**src/rtl/fbsaw_pkg.sv**
```systemverilog
// Summary of operation
// - Watchdog enabled and master silent past monitoring time forces outputs to safe state.
// - Identify as basic cyclic-only slave; offer no configurable alarms.
// - Only station addresses 1 through 125 are valid.
// - Address is ones switch (decimal) plus ten times tens switch (hex).
// - Switches sampled once after power-up; later changes ignored.
// - Decoded value above 125 becomes 126, raises fault, run indicator flashes.
// - Slot 1 accepts 0x71 or 0x72; slot 2 accepts 0x30 or 0x00.
// - Two-word mode exchanges control and speed only; drive ramps apply.
// - On timeout, outputs to drive zeroed and input byte bit 7 cleared.
// - Run indicator flashes when address is zero or above 125.
package fbsaw_pkg;
  localparam logic [7:0] ADDR_MIN        = 8'h01;
  localparam logic [7:0] ADDR_CLAMP_LIM  = 8'h7d;
  localparam logic [7:0] ADDR_MAX        = 8'h7e;
  localparam logic [7:0] CFG_SLOT1_2W    = 8'h71;
  localparam logic [7:0] CFG_SLOT1_3W    = 8'h72;
  localparam logic [7:0] CFG_SLOT2_IO    = 8'h30;
  localparam logic [7:0] CFG_SLOT2_NONE  = 8'h00;
  localparam int         DRIVE_SLAVE_NUM = 1;
  localparam int         READY_BIT       = 7;
  localparam int         CLK_HZ          = 10_000_000;
  localparam int         TICK_US         = 1000;
  localparam int         TICK_CYCLES     = CLK_HZ / 1_000_000 * TICK_US;
  localparam int         FLASH_TICKS     = 250;
  localparam logic [2:0] SAMPLE_DELAY    = 3'h4;
  localparam logic       DPV0_ONLY       = 1'b1;
  localparam logic       ALARMS_OFFERED  = 1'b0;

  typedef struct packed {
    logic [15:0] word1;
    logic [15:0] word2;
    logic [15:0] word3;
    logic [3:0]  dout;
  } fbsaw_pd_out_s;

  typedef enum logic [1:0] {ST_WAIT, ST_RUN, ST_SAFE} fbsaw_wd_e;
endpackage

```
**src/rtl/fbsaw_addr_capture.sv**
```systemverilog
`timescale 1ns/1ps
module fbsaw_addr_capture (
  input  wire logic       mclk,
  input  wire logic       resetn,
  input  wire logic [3:0] onesSwitch,
  input  wire logic [3:0] tensSwitch,
  output logic      [7:0] stationAddr,
  output logic            addrFault,
  output logic            addrInvalid,
  output logic            addrValid
);
  logic [2:0] delayCnt, next_delayCnt;
  logic       captured, next_captured;
  logic [7:0] next_stationAddr;
  logic       next_addrFault, next_addrInvalid;
  logic [7:0] raw;

  function automatic logic [7:0] decode(input logic [3:0] ones, input logic [3:0] tens);
    decode = 8'(tens * 8'h0a) + 8'({4'h0, ones});
  endfunction

  always_comb begin
    raw              = decode(onesSwitch, tensSwitch);
    next_delayCnt    = delayCnt;
    next_captured    = captured;
    next_stationAddr = stationAddr;
    next_addrFault   = addrFault;
    next_addrInvalid = addrInvalid;
    if (!captured) begin
      // Settle delay after reset before the one and only sample
      if (delayCnt != fbsaw_pkg::SAMPLE_DELAY) begin
        next_delayCnt = delayCnt + 3'h1;
      end else begin
        next_captured = 1'b1;
        if (raw > fbsaw_pkg::ADDR_CLAMP_LIM) begin
          next_stationAddr = fbsaw_pkg::ADDR_MAX;
          next_addrFault   = 1'b1;
          next_addrInvalid = 1'b1;
        end else begin
          next_stationAddr = raw;
          next_addrInvalid = (raw < fbsaw_pkg::ADDR_MIN);
        end
      end
    end
  end

  always_ff @(posedge mclk) begin
    if (!resetn) begin
      delayCnt    <= 3'h0;
      captured    <= 1'b0;
      stationAddr <= 8'h00;
      addrFault   <= 1'b0;
      addrInvalid <= 1'b0;
    end else begin
      delayCnt    <= next_delayCnt;
      captured    <= next_captured;
      stationAddr <= next_stationAddr;
      addrFault   <= next_addrFault;
      addrInvalid <= next_addrInvalid;
    end
  end

  assign addrValid = captured;
endmodule

```
**src/rtl/fbsaw_top.sv**
```systemverilog
`timescale 1ns/1ps
module fbsaw_top #(
  parameter int TICK_CYCLES = fbsaw_pkg::TICK_CYCLES,
  parameter int FLASH_TICKS = fbsaw_pkg::FLASH_TICKS
) (
  input  wire logic                    mclk,
  input  wire logic                    resetn,
  input  wire logic [3:0]              onesSwitch,
  input  wire logic [3:0]              tensSwitch,
  input  wire logic                    cfgStrobe,
  input  wire logic [7:0]              cfgSlot1,
  input  wire logic [7:0]              cfgSlot2,
  input  wire logic                    wdEnable,
  input  wire logic [15:0]             wdTimeMs,
  input  wire logic                    dataExchange,
  input  wire fbsaw_pkg::fbsaw_pd_out_s masterOut,
  input  wire logic [7:0]              driveInByte,
  output fbsaw_pkg::fbsaw_pd_out_s      driveOut,
  output logic                         driveWord3Valid,
  output logic                         ioEnabled,
  output logic [7:0]                   masterInByte,
  output logic                         cfgOk,
  output logic                         cfgError,
  output logic [7:0]                   stationAddr,
  output logic                         addrFault,
  output logic                         runLed,
  output logic                         safeState,
  output logic                         dpv0Only,
  output logic                         alarmsOffered
);
  logic addrInvalid, addrValid;

  fbsaw_addr_capture uAddr (
    .mclk        (mclk),
    .resetn      (resetn),
    .onesSwitch  (onesSwitch),
    .tensSwitch  (tensSwitch),
    .stationAddr (stationAddr),
    .addrFault   (addrFault),
    .addrInvalid (addrInvalid),
    .addrValid   (addrValid)
  );

  // Fixed identity: cyclic-only slave, no alarm services
  assign dpv0Only      = fbsaw_pkg::DPV0_ONLY;
  assign alarmsOffered = fbsaw_pkg::ALARMS_OFFERED;

  // Configuration check
  logic cfgThree, next_cfgThree, next_ioEnabled, next_cfgOk, next_cfgError;
  logic slot1Ok, slot2Ok;

  always_comb begin
    slot1Ok        = (cfgSlot1 == fbsaw_pkg::CFG_SLOT1_2W) || (cfgSlot1 == fbsaw_pkg::CFG_SLOT1_3W);
    slot2Ok        = (cfgSlot2 == fbsaw_pkg::CFG_SLOT2_IO) || (cfgSlot2 == fbsaw_pkg::CFG_SLOT2_NONE);
    next_cfgThree  = cfgThree;
    next_ioEnabled = ioEnabled;
    next_cfgOk     = cfgOk;
    next_cfgError  = cfgError;
    if (cfgStrobe) begin
      if (slot1Ok && slot2Ok) begin
        next_cfgOk     = 1'b1;
        next_cfgError  = 1'b0;
        next_cfgThree  = (cfgSlot1 == fbsaw_pkg::CFG_SLOT1_3W);
        next_ioEnabled = (cfgSlot2 == fbsaw_pkg::CFG_SLOT2_IO);
      end else begin
        // A rejected set keeps exchange off rather than guessing a mode
        next_cfgOk    = 1'b0;
        next_cfgError = 1'b1;
      end
    end
  end

  always_ff @(posedge mclk) begin
    if (!resetn) begin
      cfgThree  <= 1'b0;
      ioEnabled <= 1'b0;
      cfgOk     <= 1'b0;
      cfgError  <= 1'b0;
    end else begin
      cfgThree  <= next_cfgThree;
      ioEnabled <= next_ioEnabled;
      cfgOk     <= next_cfgOk;
      cfgError  <= next_cfgError;
    end
  end

  // Millisecond tick, shared by watchdog and flasher
  logic [31:0] tickCnt, next_tickCnt;
  logic        tick;

  always_comb begin
    tick         = (tickCnt == 32'(TICK_CYCLES - 1));
    next_tickCnt = tick ? 32'h0 : tickCnt + 32'h1;
  end

  always_ff @(posedge mclk) begin
    if (!resetn) begin
      tickCnt <= 32'h0;
    end else begin
      tickCnt <= next_tickCnt;
    end
  end

  // Response watchdog
  fbsaw_pkg::fbsaw_wd_e wdState, next_wdState;
  logic [15:0] wdCnt, next_wdCnt;
  logic        exchangeOk;

  always_comb begin
    exchangeOk   = dataExchange && cfgOk && addrValid;
    next_wdState = wdState;
    next_wdCnt   = wdCnt;
    case (wdState)
      fbsaw_pkg::ST_WAIT: begin
        if (exchangeOk) begin
          next_wdState = fbsaw_pkg::ST_RUN;
          next_wdCnt   = 16'h0;
        end
      end
      fbsaw_pkg::ST_RUN: begin
        if (exchangeOk) begin
          next_wdCnt = 16'h0;
        end else if (wdEnable && tick) begin
          if (wdCnt + 16'h1 >= wdTimeMs) begin
            next_wdState = fbsaw_pkg::ST_SAFE;
          end else begin
            next_wdCnt = wdCnt + 16'h1;
          end
        end
      end
      fbsaw_pkg::ST_SAFE: begin
        if (exchangeOk) begin
          next_wdState = fbsaw_pkg::ST_RUN;
          next_wdCnt   = 16'h0;
        end
      end
      default: next_wdState = fbsaw_pkg::ST_WAIT;
    endcase
  end

  always_ff @(posedge mclk) begin
    if (!resetn) begin
      wdState <= fbsaw_pkg::ST_WAIT;
      wdCnt   <= 16'h0;
    end else begin
      wdState <= next_wdState;
      wdCnt   <= next_wdCnt;
    end
  end

  // Process data path; drive outputs zero and ready bit cleared whenever not in ST_RUN
  fbsaw_pkg::fbsaw_pd_out_s next_driveOut;
  logic [7:0] next_masterInByte;
  logic       next_driveWord3Valid, next_safeState;

  always_comb begin
    next_driveOut        = '0;
    next_driveWord3Valid = 1'b0;
    next_safeState       = (wdState != fbsaw_pkg::ST_RUN);
    next_masterInByte    = driveInByte;
    if (wdState == fbsaw_pkg::ST_RUN) begin
      next_driveOut.word1  = masterOut.word1;
      next_driveOut.word2  = masterOut.word2;
      next_driveOut.word3  = cfgThree ? masterOut.word3 : 16'h0;
      next_driveOut.dout   = ioEnabled ? masterOut.dout : 4'h0;
      next_driveWord3Valid = cfgThree;
    end else begin
      next_masterInByte[fbsaw_pkg::READY_BIT] = 1'b0;
    end
  end

  always_ff @(posedge mclk) begin
    if (!resetn) begin
      driveOut        <= '0;
      driveWord3Valid <= 1'b0;
      safeState       <= 1'b1;
      masterInByte    <= 8'h00;
    end else begin
      driveOut        <= next_driveOut;
      driveWord3Valid <= next_driveWord3Valid;
      safeState       <= next_safeState;
      masterInByte    <= next_masterInByte;
    end
  end

  // Run indicator: steady whenever the address is good, flashing on bad address
  logic [15:0] flashCnt, next_flashCnt;
  logic        flashPhase, next_flashPhase, next_runLed;

  always_comb begin
    next_flashCnt   = flashCnt;
    next_flashPhase = flashPhase;
    if (tick) begin
      if (flashCnt == 16'(FLASH_TICKS - 1)) begin
        next_flashCnt   = 16'h0;
        next_flashPhase = ~flashPhase;
      end else begin
        next_flashCnt = flashCnt + 16'h1;
      end
    end
    next_runLed = (addrInvalid || addrFault) ? flashPhase : 1'b1;
  end

  always_ff @(posedge mclk) begin
    if (!resetn) begin
      flashCnt   <= 16'h0;
      flashPhase <= 1'b0;
      runLed     <= 1'b0;
    end else begin
      flashCnt   <= next_flashCnt;
      flashPhase <= next_flashPhase;
      runLed     <= next_runLed;
    end
  end
endmodule

```
**config.mk**
```make
export PLATFORM = sky130hd
export DESIGN_NAME = fbsaw_top
export DESIGN_NICKNAME = d
export VERILOG_FILES = /design/src/rtl/fbsaw_pkg.sv /design/src/rtl/fbsaw_addr_capture.sv /design/src/rtl/fbsaw_top.sv
export SDC_FILE = /design/constraint.sdc
export NUM_CORES = 1
export LEC_CHECK = 0
export ABC_AREA = 1
export BUFFER_PORTS_ARGS = -buffer_cell sky130_fd_sc_hd__buf_4
export CAP_MARGIN = 0
export CORE_ASPECT_RATIO = 1.4
export CORE_UTILIZATION = 53
export DETAILED_ROUTE_END_ITERATION = 7
export HOLD_SLACK_MARGIN = 0.08
export PLACE_DENSITY = 0.88
export SLEW_MARGIN = 20
export SYNTH_ARGS = -nofsm -noshare
export SYNTH_HDL_FRONTEND = slang
export SYNTH_HIERARCHICAL = 1
export SYNTH_SLANG_ARGS = --single-unit
```
**constraint.sdc**
```tcl
create_clock -name mclk -period 8.4 [get_ports mclk]
set_clock_uncertainty 0.15 [all_clocks]
set_input_delay 0.84 -clock mclk [delete_from_list [all_inputs] [get_ports mclk]]
set_output_delay 0.84 -clock mclk [all_outputs]
set_load 0.05 [all_outputs]
```
==> flow_summary.yaml, run 1 <==
sta:
  slew_viol_final: 0
  setup_viol: 0
  max_clock_freq_ghz: 0.2838
  fin_crit_ns: 3.524
  hold_viol: 0
  final.period_utilization_pct: 41.95
  relSlewSlack_pct: 51.08
  tns_ns: 0
  rsz0062_at_grt: "false"
  worst_slew_pin_slew_ns: 0.7310
placed_design:
  dp_cells: 1408
  io_buffer_count: 179
  dpl.hpwl_um: 14450
  gp_congestion: 0.9360
global_route:
  antenna_found_initial: 0
  grt_pass1_vias: 6952
  grt_pass1_wl_um: 30190
  grt_max_degree: 38
  grt_usage_pct: 26.73
  grt-ovfl-total: 0
clock_network:
  path_clk_slew_ns: 0.07
  cts_resized: 0
  cts_root_buffer: "clkbuf_16"
  clk_latency_ns: 0.42
  cts.path.max_buffers: 2
  cts_buffers: 17
  cts_setup_buffers: 0
  cts_tree: "built"
  cts_sinks: 148
  htreeDepth: 4
  ctsHoldBuffers: 0
floorplanning:
  die_h_um: 142.1
  initial_core_util_pct: 54.96
  core.rowCount: 50
  die_area_sq_mm: 0.01450
  core-area_sq_mm: 0.01351
  die_w_um: 102.0
  pin_count: 182
power_and_ir_drop:
  ir_worst_vdd_mv: 0.1484
  switching_share_pct: 26.11
  p_leak_nw: 4.708
  p_per_area_mw_per_mm2: 173.3
  p_int_mw: 1.213
  seqPwrFrac_pct: 44.0
  comb_power_share_pct: 9.7
  p_sw_uw: 428.7
  power_frac_clock_pct: 46.3
worst_setup_path:
  r2r-end: "wdCnt[11]$_SDFFE_PN0P_"
  required_ns: 8.56
  crit_type: "reg -> reg"
  startpoint_type: "register"
  r2r-start: "wdCnt[0]$_SDFFE_PN0P_"
  regToRegSetupSlack_ns: 4.88
  cp-startpoint: "wdCnt[0]$_SDFFE_PN0P_"
  arrival_ns: 3.69
  r2r_cells: 17
  end_kind: "register"
  crit_end: "wdCnt[11]$_SDFFE_PN0P_"
  cp_max_fo: 26
status:
  status: "finished clean"
detailed_routing:
  drc: 0
  detail_route.wl_per_cell_um: 13.19
  dr.pass1.iters: 5
  drtAntennaViolNets: 0
  wl_um: 19000
  vias_per_cell: 5.010
  drtIter0Drc: 385
  num_vias: 7215
yosys:
  synth_enable_flop_cells: 0
  netlist_area_sq_mm: 0.007427
  synthFlopType: "dfxtp_1"
  postSynthCellCount: 1066
  synth_fp_nets: 1202
  synth_area_leader_cell: "dfxtp_1"
  synthTopCellsByArea: "dfxtp_1 40%, nand2_1 11%, inv_1 10%"
  synth-seq-cells: 148
  synth_top_area_share_pct: 39.89
  yosysUniqueCellTypes: 44
  yosys_warnings: 6
  syn_area_per_cell_sq_um: 6.967
  yosysSeqAreaShare_pct: 39.89
  ys_async_sr_fraction_pct: 0
cells_and_area:
  drive_gt1_share_pct: 20.03
  n_antenna_cell: 0
  syn_to_final_growth_pct: 27.53
  fin_nets: 1381
  final_core_util_pct: 70.09
  final_cells: 1440
hold_path:
  hold_depth: 2
  hold_path_class: "reg -> reg"
run:
  maxCapViolCount: 0
synthesized netlist by cell type, types with 9 or more instances:
library cell and count:
xnor2_1 10, nor4_1 9, dfxtp_1 148, nor2_2 10, nor3_1 34, nor2_1 167, nand4_1 26, a21oi_1 51
nand3_1 55, nand2_1 213, xor2_1 19, o21ai_0 19, ha_1 29, inv_1 200
cells in the final DEF (no fill, tap or decap), types with 4 or more instances in the layout:
cell,n
nor3b_1,4
inv_6,7
xnor2_1,10
buf_4,180
xor2_1,19
a21oi_1,51
nor4_1,9
nor2_1,167
nand2_2,7
ha_1,29
nand2_1,213
nor3_1,34
nand4_1,26
nand3_1,55
nand3b_1,5
o21ai_0,19
nor2_2,10
inv_2,5
dfxtp_1,148
clkbuf_16,17
inv_1,200
layer usage:
| metal | GRT usage [%] | up-vias | routed length, um |
|---|---|---|---|
| li1 | - | 3670 | - |
| met1 | 27.97 | 3233 | 7112 |
| met2 | 49.45 | 258 | 10060 |
| met3 | 6.483 | 54 | 1217 |
| met4 | 11.80 | 0 | 609 |
| met5 | 0 | - | 0 |
power by group through the flow:
stage	combinational, mW	clock (mW)	sequential [mW]
2_1_floorplan	0.0735	0	0.759
3_3_place_gp	0.153	0	0.737
3_5_place_dp	0.158	0	0.738
4_1_cts	0.159	0.768	0.722
5_1_grt	0.176	0.800	0.723
6_report	0.159	0.761	0.722
cell type report:
class | count | area, sq um
fill | 1095 | 4041
clock buffer | 18 | 439.2
inverter | 205 | 769.5
multi-input combinational | 693 | 3566
sequential | 148 | 2963
clock inverter | 14 | 155.1
tap | 182 | 227.7
timing repair buffer | 180 | 1351
through the flow:
stage / area [sq um] / hold slack [ns] / setup slack (ns) / total power, mW
floorplan: 7427 / 0.2666 / 5.582 / 0.8321
global placement: 8870 / 0.2779 / 5.150 / 0.8906
detailed placement: 8870 / 0.2792 / 5.004 / 0.8959
CTS: 9464 / 0.2933 / 4.900 / 1.649
global route: 9472 / 0.3028 / 4.504 / 1.699
finish: 9472 / 0.2956 / 4.876 / 1.642
critical path, stage by stage, from the launching register on:
cell     delay [ns]
dfxtp_1        0.38
ha_1           0.20
nand2_1        0.06
nor2_1         0.30
nand2_1        0.14
nor2_1         0.18
nand2_1        0.09
xor2_1         0.20
inv_1          0.07
ha_1           0.26
nand2_1        0.09
o21ai_0        0.09
a21oi_1        0.12
nand2_1        0.16
o21ai_4        0.58
nand3_1        0.19
nand2_1        0.10
nor2_1         0.04
how the worst min path moves through the flow:
stage	end	slack, ns	start
3_3_place_gp	uAddr/stationAddr[7]$_SDFFE_PN0P_	0.28	uAddr/stationAddr[7]$_SDFFE_PN0P_
5_1_grt	uAddr/stationAddr[7]$_SDFFE_PN0P_	0.30	uAddr/stationAddr[7]$_SDFFE_PN0P_
6_report	uAddr/stationAddr[7]$_SDFFE_PN0P_	0.30	uAddr/stationAddr[7]$_SDFFE_PN0P_
2_1_floorplan	driveWord3Valid$_SDFF_PN0_	0.27	cfgThree$_SDFFE_PN0P_
4_1_cts	uAddr/stationAddr[7]$_SDFFE_PN0P_	0.29	uAddr/stationAddr[7]$_SDFFE_PN0P_
3_5_place_dp	uAddr/stationAddr[7]$_SDFFE_PN0P_	0.28	uAddr/stationAddr[7]$_SDFFE_PN0P_
kinds of logic after synthesis:
logic type	Yosys count	synth area share, %
and+or+nand+nor	544	32.48
buffers and inverters	225	12.20
DFF	148	39.89
AOI/OAI and AO/OA	87	6.486
adders and majority gates	31	5.425
xor gates and xnor gates	29	3.420
other	2	0.1011
flip-flops by register name, summed over array words and instances, names as in the netlist:
name               cells
cfgError               1
cfgOk                  1
cfgThree               1
driveOut              52
driveWord3Valid        1
flashCnt              16
flashPhase             1
ioEnabled              1
masterInByte           8
runLed                 1
safeState              1
tickCnt               32
uAddr/addrFault        1
uAddr/addrInvalid      1
uAddr/addrValid        1
uAddr/delayCnt         3
uAddr/stationAddr      8
wdCnt                 16
wdState                2
(Power assumes the default switching activity.)
==> run 2, diff against run 1 <==
--- a/config.mk
+++ b/config.mk
@@ -9,10 +9,10 @@
 export BUFFER_PORTS_ARGS = -buffer_cell sky130_fd_sc_hd__buf_4
 export CAP_MARGIN = 0
 export CORE_ASPECT_RATIO = 1.4
-export CORE_UTILIZATION = 53
+export CORE_UTILIZATION = 49
 export DETAILED_ROUTE_END_ITERATION = 7
 export HOLD_SLACK_MARGIN = 0.08
-export PLACE_DENSITY = 0.88
+export PLACE_DENSITY = 0.86
 export SLEW_MARGIN = 20
 export SYNTH_ARGS = -nofsm -noshare
 export SYNTH_HDL_FRONTEND = slang
==> constraint.sdc (replaced) <==
create_clock -name mclk -period 3.21 [get_ports mclk]
set_clock_uncertainty 0.15 [all_clocks]
set_input_delay 0.321 -clock mclk [delete_from_list [all_inputs] [get_ports mclk]]
set_output_delay 0.321 -clock mclk [all_outputs]
set_load 0.05 [all_outputs]
==> run 2 against run 1 <==
Against the previous run:
- final cell count grew 5.6%
- critical path type unchanged
- clock power rose to 2.9 times the previous value
- design area rose by 9.1%
- non-clock buffer count increased by 74
- core utilization grew 0.51 points
- global-route usage rose by 4.0 points
- worst hold slack got worse by 0.13 ns
- sequential share of layout area fell by 2.6 points
- critical path depth shrank 1
==> flow_summary.yaml, run 2 (synthesized netlist as in run 1, its figures left out) <==
worst_setup_path:
  end_kind: "register"
  r2r-end: "wdCnt[13]$_SDFFE_PN0P_"
  crit_type: "reg -> reg"
  startpoint_type: "register"
  required_ns: 3.38
  r2r-start: "wdCnt[2]$_SDFFE_PN0P_"
  r2r_cells: 16
  cp_max_fo: 7
  regToRegSetupSlack_ns: 0.03
  arrival_ns: 3.35
hold_path:
  min_from: "cfgSlot2[1]"
  hold_path_class: "in -> reg"
  hold_depth: 4
  min_to: "cfgOk$_SDFFE_PN0P_"
floorplanning:
  pin_count: 182
  core.rowCount: 52
  core-area_sq_mm: 0.01464
  die_w_um: 106.1
  initial_core_util_pct: 50.74
  die_h_um: 147.7
  die_area_sq_mm: 0.01566
cells_and_area:
  final_cells: 1521
  drive_gt1_share_pct: 20.35
  final_cell_mix: "212 x nand2_1, 200 x inv_1, 186 x buf_4"
  multi_input_area_sq_mm: 0.003598
  reg_top3: "driveOut (52), tickCnt (32)"
  syn_to_final_growth_pct: 39.17
  finalInstanceArea_sq_mm: 0.01034
  seqCellArea_sq_mm: 0.002968
  n_antenna_cell: 0
  fin_nets: 1455
  largest_reg_flops: 52
  fillers: 1054
  max_flop_register: "driveOut"
  layout_commonest_cell: "nand2_1"
sta:
  relSlewSlack_pct: 36.46
  max_clock_freq_ghz: 0.3147
  worst_slew_pin_slew_ns: 0.9495
  slew_viol_final: 0
  fin_crit_ns: 3.178
  hold_viol: 0
  setup_viol: 0
  final.period_utilization_pct: 98.99
  layout_setup_ws_ns: 0.03246
global_route:
  grt_usage_pct: 30.68
  antenna_found_initial: 0
  grt_pass1_vias: 7843
  grt-ovfl-total: 0
  grt_max_degree: 37
  grt_pass1_wl_um: 37080
power_and_ir_drop:
  total_power_mw: 4.633
  p_leak_nw: 5.059
  p_per_area_mw_per_mm2: 448.2
  ir_worst_vdd_mv: 0.4240
detailed_routing:
  drc: 0
  drtAntennaViolNets: 0
  drtIter0Drc: 535
  dr.pass1.iters: 5
  wl_um: 24280
  num_vias: 7899
  vias_per_cell: 5.193
  detail_route.wl_per_cell_um: 15.96
clock_network:
  cts_buffers: 17
  htreeDepth: 4
  cts_root_buffer: "clkbuf_16"
  cts_tree: "built"
  cts.path.max_buffers: 2
  clk_latency_ns: 0.43
  path_clk_slew_ns: 0.07
  cts_sinks: 148
status:
  status: "finished clean"
placed_design:
  gp_congestion: 0.9229
  io_buffer_count: 179
  dpl.hpwl_um: 14420
  dp_cells: 1419
  pre_cts_ws_ns: 0.2677
  dpl_cell_area_sq_mm: 0.008921
run:
  maxCapViolCount: 0
-- run 2: worst max path at each step --
stage                                      from                     end  slack [ns]  depth (start not counted)
after global routing      wdCnt[2]$_SDFFE_PN0P_   wdCnt[1]$_SDFFE_PN0P_       -0.13                         16
after CTS                 wdCnt[0]$_SDFFE_PN0P_   wdCnt[3]$_SDFFE_PN0P_        0.21                         15
after detailed placement  wdCnt[0]$_SDFFE_PN0P_   wdCnt[3]$_SDFFE_PN0P_        0.27                         16
after global placement    wdCnt[0]$_SDFFE_PN0P_   wdCnt[8]$_SDFFE_PN0P_        0.38                         19
after floorplan           wdCnt[0]$_SDFFE_PN0P_  wdCnt[13]$_SDFFE_PN0P_        0.39                         18
final                     wdCnt[2]$_SDFFE_PN0P_  wdCnt[13]$_SDFFE_PN0P_        0.03                         16
-- run 2: critical path: stages (launching register included) --
cell and delay (ns):
dfxtp_2 0.35, nand2_1 0.09, nor2_4 0.14, nand4_1 0.14, buf_4 0.19, nor2_1 0.18
xor2_1 0.28, ha_1 0.31, a21oi_1 0.16, o21ai_0 0.10, a21oi_1 0.16, nand2_2 0.12
o21ai_4 0.31, clkbuf_16 0.22, nand3_1 0.06, nand2_1 0.06, nor2_1 0.05
-- run 2: report_power, final --
part	total (mW)	internal [mW]	switching [mW]
registers	1.89	1.87	0.0232
clock network	2.23	1.29	0.938
logic	0.512	0.230	0.282
-- run 2: metrics by stage --
stage	hold slack (ns)	setup TNS, ns	util, %
after global routing	0.1639	-1.456	70.61
after CTS	0.08981	0	69.73
after detailed placement	0.2849	0	60.94
after global placement	0.2796	0	60.94
after floorplan	0.2666	0	-
final	0.1631	0	70.61
-- run 2: area by class of cell --
cell class	count	share of cell area, %
Clock buffer	18	4.249
Clock inverter	14	1.997
Inverter	205	7.445
Multi-Input combinational cell	693	34.81
Sequential cell	148	28.71
Tap cell	189	2.288
Timing Repair Buffer	254	20.49
-- run 2: timing repair --
| action | 4_1_cts | 5_1_grt |
|---|---|---|
| hold buffers | 64 | 0 |
| endpoints found under the hold margin | 64 | 0 |
| setup buffers | 0 | 3 |
| endpoints found under the setup margin | 0 | 16 |
| gates resized for setup | 0 | 11 |
-- run 2: routing by layer --
metal	track usage, %	vias to the layer above	routed length (um)
met3	5.820	125	1303
li1	-	3808	-
met1	29.82	3572	8475
met5	0	-	0
met4	22.43	0	1737
met2	57.09	394	12760
